**config.mk**
```make
export PLATFORM = sky130hd
export DESIGN_NAME = sxt_exec
export DESIGN_NICKNAME = d
export VERILOG_FILES = /design/src/rtl/sxt_pkg.sv /design/src/rtl/sxt_exec.sv
export VERILOG_INCLUDE_DIRS = /design/src /design/src/rtl
export SDC_FILE = /design/constraint.sdc
export NUM_CORES = 1
export LEC_CHECK = 0
export BUFFER_PORTS_ARGS = -buffer_cell sky130_fd_sc_hd__buf_2
export CORE_ASPECT_RATIO = 2
export CORE_UTILIZATION = 48
export DETAILED_ROUTE_END_ITERATION = 10
export GPL_TIMING_DRIVEN = 1
export PLACE_DENSITY = 0.79
export SETUP_SLACK_MARGIN = 0.4
export SLEW_MARGIN = 0
export SYNTH_ARGS = -nofsm -noshare
export SYNTH_HDL_FRONTEND = slang
export SYNTH_SLANG_ARGS = --single-unit
```
**constraint.sdc**
```tcl
create_clock -name REF_CLK -period 2.5 [get_ports REF_CLK]
set_input_delay 0.75 -clock REF_CLK [delete_from_list [all_inputs] [get_ports REF_CLK]]
set_output_delay 0.75 -clock REF_CLK [all_outputs]
set_load 0.01 [all_outputs]
```
**src/rtl/sxt_cfg.svh**
```systemverilog
// Constants for the skip, xor and table-read execution unit
`ifndef SXT_CFG_SVH
`define SXT_CFG_SVH
`define SXT_DATA_W 8
`define SXT_ROM_W 15
`define SXT_ROM_AW 12
`define SXT_PAGE_W 8
`define SXT_HI_W 7
`define SXT_BIT_W 3
`define SXT_OP_W 4
`define SXT_OP_NOP 4'h0
`define SXT_OP_SWAP_ACC 4'h1
`define SXT_OP_SKIP_ZERO 4'h2
`define SXT_OP_COPY_SKIP 4'h3
`define SXT_OP_BIT_SKIP 4'h4
`define SXT_OP_TRD_CUR 4'h5
`define SXT_OP_TRD_LAST 4'h6
`define SXT_OP_XOR_A 4'h7
`define SXT_OP_XOR_M 4'h8
`define SXT_OP_XOR_X 4'h9
`define SXT_ACC_RST 8'h00
`define SXT_HI_RST 7'h00
`define SXT_ZERO_BYTE 8'h00
`endif

```
**src/rtl/sxt_pkg.sv**
```systemverilog
// Types for the skip, xor and table-read execution unit
package sxt_pkg;
    typedef enum logic [1:0] {SXT_EXEC, SXT_ROM_WAIT, SXT_DUMMY} sxt_state_e;
endpackage

```
**src/rtl/sxt_exec.sv**
```systemverilog
// Execution unit for nibble swap, skips, table reads and xor
`timescale 1ns/10ps
`include "sxt_cfg.svh"

module sxt_exec
    import sxt_pkg::*;
#(
    parameter int DATA_W = `SXT_DATA_W,
    parameter int ROM_W = `SXT_ROM_W,
    parameter int ROM_AW = `SXT_ROM_AW,
    parameter int PAGE_W = `SXT_PAGE_W
) (
    // Clock and reset
    input wire logic REF_CLK,
    input wire logic RST,
    // Instruction issue
    input wire logic ISSUE_VALID,
    input wire logic [`SXT_OP_W-1:0] OPCODE,
    input wire logic [DATA_W-1:0] MEM_OPERAND,
    input wire logic [DATA_W-1:0] LITERAL,
    input wire logic [`SXT_BIT_W-1:0] BIT_SEL,
    input wire logic [ROM_AW-1:0] CUR_PC,
    input wire logic [PAGE_W-1:0] ROM_TABLE_INDEX,
    output logic ISSUE_READY,
    // Program ROM read port, data must be valid in the same cycle as the request
    output logic ROM_RD,
    output logic [ROM_AW-1:0] ROM_ADDR,
    input wire logic [ROM_W-1:0] ROM_DATA,
    // Results
    output logic [DATA_W-1:0] ACC,
    output logic ZERO_FLAG,
    output logic [ROM_W-DATA_W-1:0] TABLE_HIGH_LATCH,
    output logic MEM_WE,
    output logic [DATA_W-1:0] MEM_WDATA,
    output logic DISCARD_PREFETCH,
    output logic DONE
);

    localparam int HI_W = ROM_W - DATA_W;
    localparam int NIB_W = DATA_W / 2;
    localparam int PAGE_HI_W = ROM_AW - PAGE_W;

    // ------------------------------------------------------------
    // Helpers
    // ------------------------------------------------------------
    function automatic logic is_zero(input logic [DATA_W-1:0] v);
        is_zero = (v == DATA_W'(`SXT_ZERO_BYTE));
    endfunction

    // Skip test of the three variants; none of them writes the byte
    function automatic logic skip_hit(
        input logic [`SXT_OP_W-1:0] op,
        input logic [DATA_W-1:0] v,
        input logic [`SXT_BIT_W-1:0] sel
    );
        case (op)
            `SXT_OP_SKIP_ZERO: skip_hit = is_zero(v);
            `SXT_OP_COPY_SKIP: skip_hit = is_zero(v);
            `SXT_OP_BIT_SKIP: skip_hit = !v[sel];
            default: skip_hit = 1'b0;
        endcase
    endfunction

    function automatic logic is_table_op(input logic [`SXT_OP_W-1:0] op);
        is_table_op = (op == `SXT_OP_TRD_CUR) || (op == `SXT_OP_TRD_LAST);
    endfunction

    function automatic logic is_xor_op(input logic [`SXT_OP_W-1:0] op);
        is_xor_op = (op == `SXT_OP_XOR_A) || (op == `SXT_OP_XOR_M) || (op == `SXT_OP_XOR_X);
    endfunction

    // Upper address bits select the page, the index picks the word
    function automatic logic [ROM_AW-1:0] table_addr(
        input logic [PAGE_HI_W-1:0] page,
        input logic [PAGE_W-1:0] index
    );
        table_addr = {page, index};
    endfunction

    // Issue decode
    logic take;
    logic skip_now;
    logic op_xor_mem;
    logic op_xor_imm;
    logic op_trd_cur;
    logic op_trd_last;
    logic [DATA_W-1:0] xor_operand;
    logic [DATA_W-1:0] xor_res;

    // Sequencer
    sxt_state_e state_ff;
    sxt_state_e nxt_state;
    logic discard_ff;
    logic nxt_discard;
    logic done_ff;
    logic nxt_done;

    // Accumulator and zero flag
    logic [DATA_W-1:0] acc_ff;
    logic [DATA_W-1:0] nxt_acc;
    logic zero_ff;
    logic nxt_zero;

    // Data memory write
    logic we_ff;
    logic nxt_we;
    logic [DATA_W-1:0] wdata_ff;
    logic [DATA_W-1:0] nxt_wdata;

    // ROM request and high latch
    logic rd_ff;
    logic nxt_rd;
    logic [ROM_AW-1:0] raddr_ff;
    logic [ROM_AW-1:0] nxt_raddr;
    logic [HI_W-1:0] hi_ff;
    logic [HI_W-1:0] nxt_hi;

    // ------------------------------------------------------------
    // Issue decode
    // ------------------------------------------------------------
    always_comb begin
        take = ISSUE_VALID && (state_ff == SXT_EXEC);
        skip_now = take && skip_hit(OPCODE, MEM_OPERAND, BIT_SEL);
        op_xor_mem = take && (OPCODE == `SXT_OP_XOR_M);
        op_xor_imm = take && (OPCODE == `SXT_OP_XOR_X);
        op_trd_cur = take && (OPCODE == `SXT_OP_TRD_CUR);
        op_trd_last = take && (OPCODE == `SXT_OP_TRD_LAST);
        // One xor datapath serves all three forms
        xor_operand = op_xor_imm ? LITERAL : MEM_OPERAND;
        xor_res = acc_ff ^ xor_operand;
    end

    // ------------------------------------------------------------
    // Sequencer
    // ------------------------------------------------------------
    // Issue is refused during the extra cycle, so nothing lands in it
    always_comb begin
        nxt_state = state_ff;
        nxt_discard = 1'b0;
        nxt_done = 1'b0;
        case (state_ff)
            SXT_EXEC: begin
                if (skip_now) begin
                    // Prefetched word is dropped, dummy cycle follows
                    nxt_discard = 1'b1;
                    nxt_state = SXT_DUMMY;
                end else if (take && is_table_op(OPCODE)) begin
                    nxt_state = SXT_ROM_WAIT;
                end else if (take) begin
                    nxt_done = 1'b1;
                end
            end
            SXT_ROM_WAIT: begin
                nxt_done = 1'b1;
                nxt_state = SXT_EXEC;
            end
            SXT_DUMMY: begin
                nxt_done = 1'b1;
                nxt_state = SXT_EXEC;
            end
            default: begin
                nxt_state = SXT_EXEC;
            end
        endcase
    end

    always_ff @(posedge REF_CLK or posedge RST) begin
        if (RST) begin
            state_ff <= SXT_EXEC;
            discard_ff <= 1'b0;
            done_ff <= 1'b0;
        end else begin
            state_ff <= nxt_state;
            discard_ff <= nxt_discard;
            done_ff <= nxt_done;
        end
    end

    // ------------------------------------------------------------
    // Accumulator and zero flag
    // ------------------------------------------------------------
    always_comb begin
        nxt_acc = acc_ff;
        nxt_zero = zero_ff;
        if (take) begin
            case (OPCODE)
                `SXT_OP_SWAP_ACC: begin
                    nxt_acc = {MEM_OPERAND[NIB_W-1:0], MEM_OPERAND[DATA_W-1:NIB_W]};
                end
                `SXT_OP_COPY_SKIP: begin
                    nxt_acc = MEM_OPERAND;
                end
                `SXT_OP_XOR_A: begin
                    nxt_acc = xor_res;
                end
                `SXT_OP_XOR_X: begin
                    nxt_acc = xor_res;
                end
                default: begin
                    nxt_acc = acc_ff;
                end
            endcase
            // Swap, skips and table reads leave the flag alone
            if (is_xor_op(OPCODE)) begin
                nxt_zero = is_zero(xor_res);
            end
        end
    end

    always_ff @(posedge REF_CLK or posedge RST) begin
        if (RST) begin
            acc_ff <= DATA_W'(`SXT_ACC_RST);
            zero_ff <= 1'b0;
        end else begin
            acc_ff <= nxt_acc;
            zero_ff <= nxt_zero;
        end
    end

    // ------------------------------------------------------------
    // Data memory write
    // ------------------------------------------------------------
    // No collision: a take only happens outside the ROM wait state
    always_comb begin
        nxt_we = 1'b0;
        nxt_wdata = wdata_ff;
        if (op_xor_mem) begin
            nxt_we = 1'b1;
            nxt_wdata = xor_res;
        end else if (state_ff == SXT_ROM_WAIT) begin
            nxt_we = 1'b1;
            nxt_wdata = ROM_DATA[DATA_W-1:0];
        end
    end

    always_ff @(posedge REF_CLK or posedge RST) begin
        if (RST) begin
            we_ff <= 1'b0;
            wdata_ff <= DATA_W'(`SXT_ZERO_BYTE);
        end else begin
            we_ff <= nxt_we;
            wdata_ff <= nxt_wdata;
        end
    end

    // ------------------------------------------------------------
    // ROM request and high latch
    // ------------------------------------------------------------
    // ROM must answer in the same cycle as the request; no wait states
    always_comb begin
        nxt_rd = 1'b0;
        nxt_raddr = raddr_ff;
        nxt_hi = hi_ff;
        if (op_trd_cur) begin
            // Page bits from the program counter, offset from the index
            nxt_raddr = table_addr(CUR_PC[ROM_AW-1:PAGE_W], ROM_TABLE_INDEX);
            nxt_rd = 1'b1;
        end else if (op_trd_last) begin
            nxt_raddr = table_addr({PAGE_HI_W{1'b1}}, ROM_TABLE_INDEX);
            nxt_rd = 1'b1;
        end
        if (state_ff == SXT_ROM_WAIT) begin
            // Latch takes the upper part whatever the memory destination
            nxt_hi = ROM_DATA[ROM_W-1:DATA_W];
        end
    end

    always_ff @(posedge REF_CLK or posedge RST) begin
        if (RST) begin
            rd_ff <= 1'b0;
            raddr_ff <= '0;
            hi_ff <= HI_W'(`SXT_HI_RST);
        end else begin
            rd_ff <= nxt_rd;
            raddr_ff <= nxt_raddr;
            hi_ff <= nxt_hi;
        end
    end

    // ------------------------------------------------------------
    // Outputs
    // ------------------------------------------------------------
    assign ISSUE_READY = (state_ff == SXT_EXEC);
    assign ROM_RD = rd_ff;
    assign ROM_ADDR = raddr_ff;
    assign ACC = acc_ff;
    assign ZERO_FLAG = zero_ff;
    assign TABLE_HIGH_LATCH = hi_ff;
    assign MEM_WE = we_ff;
    assign MEM_WDATA = wdata_ff;
    assign DISCARD_PREFETCH = discard_ff;
    assign DONE = done_ff;

endmodule

```
==> results of run 1 <==
==> cell usage in the layout, fill, tap and decap left out, types with 2 or more instances in the layout <==
cell type / Yosys / layout
buf_2: 4 / 93
dfrtp_1: 42 / 42
mux2_2: 30 / 30
nand4b_1: 18 / 18
nor2b_1: 17 / 17
o21ai_0: 13 / 13
nand2_1: 11 / 11
o22ai_1: 8 / 8
and3_1: 9 / 8
a22oi_1: 8 / 8
buf_4: 3 / 6
clkbuf_8: 0 / 5
o22a_1: 4 / 4
nor2_1: 4 / 4
nand4_1: 3 / 3
inv_1: 3 / 3
o21ai_1: 3 / 3
and2_1: 2 / 2
nor4_1: 2 / 2
nand3_1: 2 / 2
o31ai_2: 2 / 2
ha_1: 3 / 2
==> layer usage <==
metal | global-route usage | part of all wire | vias up | wire (µm)
li1 | - | - | 1005 | -
met1 | 0.210 | 0.35 | 1023 | 2000
met2 | 0.414 | 0.56 | 80 | 3180
met3 | 0.0372 | 0.057 | 14 | 321
met4 | 0.0992 | 0.027 | 0 | 154
met5 | 0 | 0 | - | 0
==> through the flow <==
step,instances,worst slack (ps),instance area [µm²],utilization,power [µW]
6_report,371,536,3050,0.627,3010
5_1_grt,371,413,3050,0.627,3230
4_1_cts,371,465,3040,0.625,3040
3_5_place_dp,363,270,2930,0.602,2510
3_3_place_gp,363,266,2930,0.602,2450
2_1_floorplan,219,471,2420,-,2000
==> cell families (layout without fill, tap and decap cells) <==
logic type	Yosys count	count (layout)
and+or+nand+nor	76	76
AOI/OAI and AO/OA	47	47
DFF	42	42
muxes	34	34
buffers and inverters	16	111
adders and majority gates	3	3
xor gates and xnor gates	1	1
==> repair_timing <==
action                                  in CTS  in global routing
endpoints found under the setup margin       7                  6
pin swaps                                    0                  0
hold buffers                                 0                  0
cloned                                       0                  0
gates resized for setup                      1                  2
==> worst max-delay path, delay by kind of cell, from the launching register on <==
| kind | cells | cell delay [ps] |
|---|---|---|
| buf+inv | 2 | 260 |
| flops | 1 | 400 |
| fa+ha+maj | 1 | 250 |
==> flip-flops by register name, indices dropped and copies added, names as in the netlist, 2 cells and up <==
register and cells:
ROM_ADDR 12, ACC 8, MEM_WDATA 8, TABLE_HIGH_LATCH 7, state_ff 2
==> cell usage after synthesis, types with 3 or more instances <==
library cell  number  area, µm²
a22oi_1            8       60.1
and3_1             9       56.3
buf_2              4       20.0
buf_4              3       22.5
dfrtp_1           42       1050
ha_1               3       37.5
inv_1              3       11.3
mux2_2            30        338
nand2_1           11       41.3
nand4_1            3       18.8
nand4b_1          18        158
nor2_1             4       15.0
nor2b_1           17        106
o21ai_0           13       65.1
o21ai_1            3       15.0
o22a_1             4       35.0
o22ai_1            8       50.1
==> report_power, final <==
group	internal [µW]	switching [µW]	total (µW)	leakage, µW
clock network	298	230	528	0.0000514
registers	988	190	1180	0.000505
logic	676	632	1310	0.000842
total	1960	1050	3010	0.00140
==> worst paths after layout <==
path,end,cells after the start,startpoint,slack [ps]
worst max register to register,ACC[1],8,state_ff[1],550
max in group asynchronous,MEM_WDATA[3],3,RST,1580
worst max-delay path,ISSUE_READY,3,state_ff[1],540
worst min-delay path,ROM_ADDR[0],1,ROM_ADDR[0],500
min in group asynchronous,TABLE_HIGH_LATCH[6],3,RST,570
worst min register to register,ROM_ADDR[0],1,ROM_ADDR[0],500
==> layout make-up <==
cell class	instances	area, µm²	share of cell area
clock inverter	2	37.5	0.0123
tap	57	71.3	0.0234
timing repair buffer	100	522	0.171
clock buffer	6	72.6	0.0238
sequential	42	1050	0.345
multi-input combinational	161	1280	0.421
inverter	3	11.3	0.00369
==> metrics.yaml, run 1 <==
place:
  gp_congestion: 0.892
  hpwl_um: 4400
  port_buffers: 93
sta:
  min_period_ps: 1960
  fin_skew_ps: 4.42
  rsz0062_at_grt: "false"
  min_period_over_period: 0.786
  finalSetupViolCount: 0
  maxSlewHeadroom: 0.567
  final.setup.tns_ps: 0
  timing.fmax_ghz: 0.509
  holdWs_ps: 497
  slew_violations: 0
  report.final.hold_viol_count: 0
  tightest_slew_ps: 650
setup_path:
  critPathRequiredTime_ps: 1750
  crit_path_end_kind: "primary output"
  cp_slowest_cell: "dfrtp_1"
  cpPeakStageDelay_ps: 400
  path_cells: "inv_1 > ha_2 > buf_2"
  startpoint_type: "register"
  crit_type: "reg -> out"
  worst-path-max-fanout: 7
  cp.arrival_ps: 1210
floorplan:
  num_io_pins: 102
  die_w_um: 52.2
  initial_utilization: 0.498
  die_area_mm2: 0.00535
  coreArea_mm2: 0.00486
  num_rows: 36
  die_y_um: 102
global_routing:
  gr-usage-all-layers: 0.215
  grt_max_degree: 43
  first_global_vias: 1996
  overflow: 0
  antenna_found_initial: 0
  grt_pass1_wl_um: 8570
synthesis:
  synth_fp_nets: 283
  yosys.area_share.simple: 0.205
  yosysWarnings: 0
  syn_area_mm2: 0.00242
  synthMuxAreaShare: 0.168
  synth_compound_area_frac: 0.136
  syn_avg_cell_area_um2: 11.1
  yosysUniqueCellTypes: 47
  postSynthCellCount: 219
  synth_top_family_by_area: "simple AND/OR/NAND/NOR gates"
  synth_xor_area_frac: 0.00362
  synth_fa_ha_area_frac: 0.0155
  yosysSeqAreaShare: 0.434
  synth_edf_count: 0
  ys.flop_type: "dfrtp_1"
  async_flop_share: 1.00
  synth_seq_cells: 42
cts:
  ctsHtreeMaxLevel: 2
  insertion_delay_ps: 290
  cts_sinks: 42
  post_cts_buffers: 0
  cts_tree: "yes"
  clk_path_buf_depth: 2
  clk_pin_slew_ps: 80
  numCtsBuffers: 5
  clockRootBuffer: "clkbuf_8"
cells_and_area:
  num-fill-cells: 431
  area_growth_pct: 25.8
  fin_nets: 377
  diodes: 0
  drive_above_1_share: 0.468
detailed_routing:
  routed_wl_um: 5660
  vias: 2122
  drc: 0
  vias_per_cell: 5.72
  wire_per_inst_um: 15.2
  dr.pass1.iters: 4
  drtIter0Drc: 44
  detail-route-antenna-nets: 0
job:
  drv_cap: 0
pwr:
  ir_worst_vdd_v: 0.000741
  p_per_area_mw_per_mm2: 989
  p_leak_uw: 0.00140
hold_path:
  hp-class: "reg -> reg"
status:
  status: "finished, final reports clean"
Note: power is estimated with default switching activity, not from simulation.
==> run 2: changes to the inputs <==
==> constraint.sdc (replaced) <==
create_clock -name REF_CLK -period 2 [get_ports REF_CLK]
set_input_delay 0.6 -clock REF_CLK [delete_from_list [all_inputs] [get_ports REF_CLK]]
set_output_delay 0.6 -clock REF_CLK [all_outputs]
set_load 0.01 [all_outputs]
==> run 2 against run 1 <==
Flip-flop and latch count is the same. Cell count grew 9.2%. Critical path depth grew 1. Sequential share of layout area shrank 5.2 points. Via count grew 9.3%. Total power grew 40%. Worst hold slack lost 84 ps. Non-clock buffer count grew 33. Critical endpoint unchanged. Largest cell class unchanged. Highest routed layer unchanged.
==> metrics.yaml, run 2 (synthesized netlist as in run 1, its figures left out) <==
status:
  status: "finished, final reports clean"
sta:
  tightest_slew_ps: 527  # -123 ps
  min_period_ps: 1750
  final.setup.tns_ps: 0  # unchanged
  fin_skew_ps: 5.34  # +0.922 ps
  finalSetupViolCount: 0  # unchanged
  timing.fmax_ghz: 0.572
  maxSlewHeadroom: 0.649  # +0.0817
  report.final.hold_viol_count: 0  # unchanged
  setup_slack_ps: 253  # -283 ps
  slew_violations: 0  # unchanged
  min_period_over_period: 0.874
  rsz0062_at_grt: "true"
cells_and_area:
  largest_register_ffs: 12  # unchanged
  finalInstanceArea_mm2: 0.00359  # +18%
  area_growth_pct: 48.2
  drive_above_1_share: 0.606  # +0.138
  fin_nets: 411  # +9.0%
  num-fill-cells: 355  # -18%
  most-common-layout-cells: "buf_2, dfrtp_1, buf_4"
  diodes: 0  # unchanged
  final_common_cell: "buf_2"
floorplan:
  die_w_um: 52.2  # unchanged
  num_rows: 36  # unchanged
  die_y_um: 102  # unchanged
  initial_utilization: 0.498  # unchanged
  num_io_pins: 102  # unchanged
  coreArea_mm2: 0.00486  # unchanged
  die_area_mm2: 0.00535  # unchanged
global_routing:
  gr-usage-all-layers: 0.254  # +0.0392
  antenna_found_initial: 0  # unchanged
  grt_pass1_wl_um: 10100  # +18%
  grt_max_degree: 43  # unchanged
  overflow: 0  # unchanged
  first_global_vias: 2215  # +11%
detailed_routing:
  wire_per_inst_um: 16.8  # +10%
  drtIter0Drc: 45  # +2.3%
  routed_wl_um: 6820  # +21%
  drc: 0  # unchanged
  vias: 2319  # +9.3%
  wl_met2_um: 4050  # +27%
  wl_met3_um: 292  # -9.0%
  detail-route-antenna-nets: 0  # unchanged
  dr.pass1.iters: 4  # unchanged
  highest_layer: "met4"
  vias_per_cell: 5.73  # +0.11%
  met1_length_um: 2300  # +15%
pwr:
  p_per_area_mw_per_mm2: 1180  # +19%
  seqPwrFrac: 0.354  # -0.037
  power.internal_uw: 2740  # +40%
  clkPwrFrac: 0.136  # -0.039
  p_sw_uw: 1480  # +41%
  netSwitchingFraction: 0.350  # +0.00120
  p_leak_uw: 0.00165  # +18%
  power_frac_comb: 0.510  # +0.076
  ir_worst_vdd_v: 0.000728  # -1.8%
  p_total_uw: 4220  # +40%
place:
  port_buffers: 93  # unchanged
  gp_congestion: 0.915  # +2.5%
  hpwl_um: 4630  # +5.3%
  pre_cts_ws_ps: -127  # -396 ps
  dpl_cell_area_mm2: 0.00309  # +5.6%
cts:
  numCtsBuffers: 5  # unchanged
  clk_pin_slew_ps: 80  # about the same
  clk_path_buf_depth: 2  # unchanged
  ctsHoldBuffers: 0  # unchanged
  ctsHtreeMaxLevel: 2  # unchanged
  clockRootBuffer: "clkbuf_8"
  cts_sinks: 42  # unchanged
  cts_tree: "yes"
  insertion_delay_ps: 300  # about the same
job:
  drv_cap: 0  # unchanged
setup_path:
  worst-path-max-fanout: 5  # -2
  cp.arrival_ps: 1150  # -60 ps
  crit_path_end_kind: "primary output"
  critPathRequiredTime_ps: 1400  # -350 ps
  crit_type: "reg -> out"
  startpoint_type: "register"
hold_path:
  hp-class: "in -> async"
## run 2: cell types whose count changed in the layout (fill, tap and decap cells not counted), moves of 8 or more
cell     previous run  this run
and3_4              0        10
o21ai_1             3        11
buf_4               6        33
buf_6               1        13
mux2_2             30        21
o21ai_0            13         2
and3_1              8         0
buf_2              93        83
mux2_4              0        10
## run 2: worst max-delay path, stage by stage, from the launching register on
cell,delay (ps)
dfrtp_1,380
inv_2,60
ha_4,170
buf_4,130
buf_6,110
## run 2: path summary, 6_finish.rpt
check / from / endpoint / slack (ps) / depth (start not counted)
max in group asynchronous: RST / ROM_ADDR[11] / 1210 / 3
setup / recovery: state_ff[0] / ISSUE_READY / 250 / 4
min in group REF_CLK: ROM_ADDR[10] / ROM_ADDR[10] / 500 / 1
setup reg to reg: state_ff[0] / ACC[2] / 270 / 8
hold / removal: RST / TABLE_HIGH_LATCH[1] / 410 / 3
hold reg to reg: ROM_ADDR[10] / ROM_ADDR[10] / 500 / 1
## run 2: per-stage QoR
stage / hold slack [ps] / cells / utilization
floorplan: 540 / 219 / -
global placement: 483 / 380 / 0.636
detailed placement: 490 / 380 / 0.636
CTS: 438 / 397 / 0.707
global route: 467 / 405 / 0.738
finish: 413 / 405 / 0.738
## run 2: final cells by class
type | instances | area (µm²) | share of cell area
multi-input combinational | 162 | 1480 | 0.413
sequential | 42 | 1050 | 0.293
timing repair buffer | 133 | 880 | 0.245
clock buffer | 6 | 82.6 | 0.0230
tap | 57 | 71.3 | 0.0199
clock inverter | 2 | 12.5 | 0.00349
inverter | 3 | 11.3 | 0.00314
## run 2: what timing repair did
item | in CTS | in global routing
gates cloned | 1 | 1
buffers inserted | 8 | 7
setup endpoints to repair | 34 | 37
resized for setup | 50 | 23
pin swaps | 22 | 7
## run 2: power groups by stage
stage | clock (µW) | sequential (µW) | combinational (µW)
2_1_floorplan | 0 | 1670 | 898
3_3_place_gp | 0 | 1470 | 1770
3_5_place_dp | 0 | 1500 | 1810
4_1_cts | 580 | 1490 | 2000
5_1_grt | 614 | 1550 | 2340
6_report | 575 | 1490 | 2150
## run 2: routing by layer
metal | up-vias | track usage
li1 | 1081 | -
met4 | 0 | 0.119
met1 | 1134 | 0.259
met2 | 84 | 0.487
met5 | - | 0
met3 | 20 | 0.0298
==> run 3: changes to the inputs <==
--- a/config.mk
+++ b/config.mk
@@ -6,12 +6,12 @@
 export SDC_FILE = /design/constraint.sdc
 export NUM_CORES = 1
 export LEC_CHECK = 0
-export BUFFER_PORTS_ARGS = -buffer_cell sky130_fd_sc_hd__buf_2
 export CORE_ASPECT_RATIO = 2
-export CORE_UTILIZATION = 48
+export CORE_UTILIZATION = 55
 export DETAILED_ROUTE_END_ITERATION = 10
+export DONT_BUFFER_PORTS = 1
 export GPL_TIMING_DRIVEN = 1
-export PLACE_DENSITY = 0.79
+export PLACE_DENSITY = 0.69
 export SETUP_SLACK_MARGIN = 0.4
 export SLEW_MARGIN = 0
 export SYNTH_ARGS = -nofsm -noshare
==> constraint.sdc (replaced) <==
create_clock -name REF_CLK -period 2 [get_ports REF_CLK]
set_input_delay 0.6 -clock REF_CLK [delete_from_list [all_inputs] [get_ports REF_CLK]]
set_output_delay 0.6 -clock REF_CLK [all_outputs]
set_load 0.1 [all_outputs]
==> run 3 against run 2 <==
Register-to-register slack worse by 80 ps. Critical path depth grew 4. Via count down 12%. Worst hold slack lost 190 ps. Die area is 12% lower. Highest routed layer unchanged. Wire length down 3.0%. Global-route usage rose by 3.7 points. Non-clock buffer count down 87.
==> metrics.yaml, run 3 (synthesized netlist as in run 1, its figures left out) <==
job:
  drv_cap: 0  # unchanged
setup_path:
  worst-path-max-fanout: 8  # +3
  rr_worst_depth: 8  # unchanged
  cpPeakStageDelay_ps: 400  # +20 ps
  cp.arrival_ps: 1990  # +840 ps
  crit_path_end_kind: "register"
  crit_path_start: "state_ff[1]"
  crit_type: "reg -> reg"
  startpoint_type: "register"
  cp_slowest_cell: "dfrtp_1"
  critPathRequiredTime_ps: 2180  # +780 ps
  path_cells: "inv_2 > ha_4 > nand4_1 > buf_6 > o22ai_4 > and3_4 > o21ai_1 > mux2_2"
  worstReg2RegStart: "state_ff[1]"
cts:
  cts_tree: "yes"
  numCtsBuffers: 5  # unchanged
  ctsHoldBuffers: 0  # unchanged
  clockRootBuffer: "clkbuf_8"
  ctsHtreeMaxLevel: 2  # unchanged
  clk_path_buf_depth: 2  # unchanged
  clk_pin_slew_ps: 80  # about the same
  insertion_delay_ps: 300  # about the same
  cts_sinks: 42  # unchanged
global_routing:
  grt_pass1_wl_um: 10200  # +1.4%
  gr-usage-all-layers: 0.291  # +0.0372
  antenna_found_initial: 0  # unchanged
  overflow: 0  # unchanged
  first_global_vias: 2150  # -2.9%
  grt_max_degree: 28  # -35%
cells_and_area:
  area_growth_pct: 31.1
  largest_register_ffs: 12  # unchanged
  most-common-layout-cells: "buf_4, mux2_2, dfrtp_1"
  final_util: 0.762  # +0.0239
  diodes: 0  # unchanged
  fin_nets: 325  # -21%
  final_common_cell: "buf_4"
  drive_above_1_share: 0.553  # -0.0529
detailed_routing:
  vias: 2033  # -12%
  routed_wl_um: 6620  # -3.0%
  wire_per_inst_um: 21.1  # +25%
  drc: 0  # unchanged
  dr.pass1.iters: 4  # unchanged
  drtIter0Drc: 84  # +87%
  detail-route-antenna-nets: 0  # unchanged
  vias_per_cell: 6.47  # +13%
floorplan:
  die_w_um: 48.9  # -6.3%
  num_io_pins: 102  # unchanged
  die_y_um: 95.9  # -6.5%
  die_area_mm2: 0.00469  # -12%
  num_rows: 33  # -8.3%
  initial_utilization: 0.581  # +0.0829
  coreArea_mm2: 0.00417  # -14%
hold_path:
  hp-class: "in -> async"
sta:
  timing.fmax_ghz: 0.553  # -3.4%
  final.setup.tns_ps: 0  # unchanged
  min_period_ps: 1810  # +60.7 ps
  rsz0062_at_grt: "true"
  min_period_over_period: 0.904  # +0.0303
  fin_skew_ps: 6.14  # +0.796 ps
  finalSetupViolCount: 0  # unchanged
  report.final.hold_viol_count: 0  # unchanged
  tightest_slew_ps: 667  # +140 ps
  slew_violations: 0  # unchanged
  maxSlewHeadroom: 0.555  # -0.0941
status:
  status: "finished, final reports clean"
place:
  gp_congestion: 0.896  # -2.0%
  port_buffers: 0  # -100%
  hpwl_um: 4450  # -3.9%
## run 3: worst paths after layout
check / to / slack (ps)
max: ACC[0] / 190
min: MEM_WDATA[3] / 220
max reg2reg: ACC[0] / 190
min reg2reg: ZERO_FLAG / 560
max in group asynchronous: ROM_ADDR[0] / 1450
min in group REF_CLK: ROM_ADDR[8] / 440
## run 3: cell type report
class,count,area [µm²]
inverters,3,11.3
fillers,284,993
well taps,52,65.1
flip-flops and latches,42,1090
clock buffers,6,82.6
clock inverters,2,12.5
repair buffers,46,440
multi-input cells,163,1480
## run 3: per-stage QoR
step / cells / hold slack (ps) / instance area [µm²] / worst slack, ps
after floorplan: 219 / 543 / 2480 / 59.7
after global placement: 287 / 527 / 2650 / 24.0
after detailed placement: 287 / 538 / 2650 / -41.9
after CTS: 307 / 223 / 3000 / 229
after global routing: 314 / 241 / 3180 / 152
final: 314 / 219 / 3180 / 192
## run 3: metal layers
metal | wire [µm] | vias to the layer above | global-route usage
met3 | 381 | 24 | 0.0585
met4 | 290 | 0 | 0.181
li1 | - | 910 | -
met5 | 0 | - | 0
met2 | 3740 | 117 | 0.541
met1 | 2210 | 982 | 0.293
## run 3: critical path: cells and delay by family, from the launching register on
| kind | cells | cell delay [ps] |
|---|---|---|
| buffers and inverters | 2 | 270 |
| muxes | 1 | 270 |
| and+or+nand+nor | 2 | 340 |
| DFF | 1 | 400 |
| adders and majority gates | 1 | 200 |
| AOI/OAI and AO/OA | 2 | 220 |
## run 3: repair_timing
action	in CTS	in global routing
pin swaps	21	15
setup buffers	10	7
setup endpoints to repair	50	38
gates cloned	2	0
resized for setup	52	35
Power of run 3 is left out: the tool's default activity adds up to more than one toggle a clock period on the data nets, which glitch-free logic cannot reach.
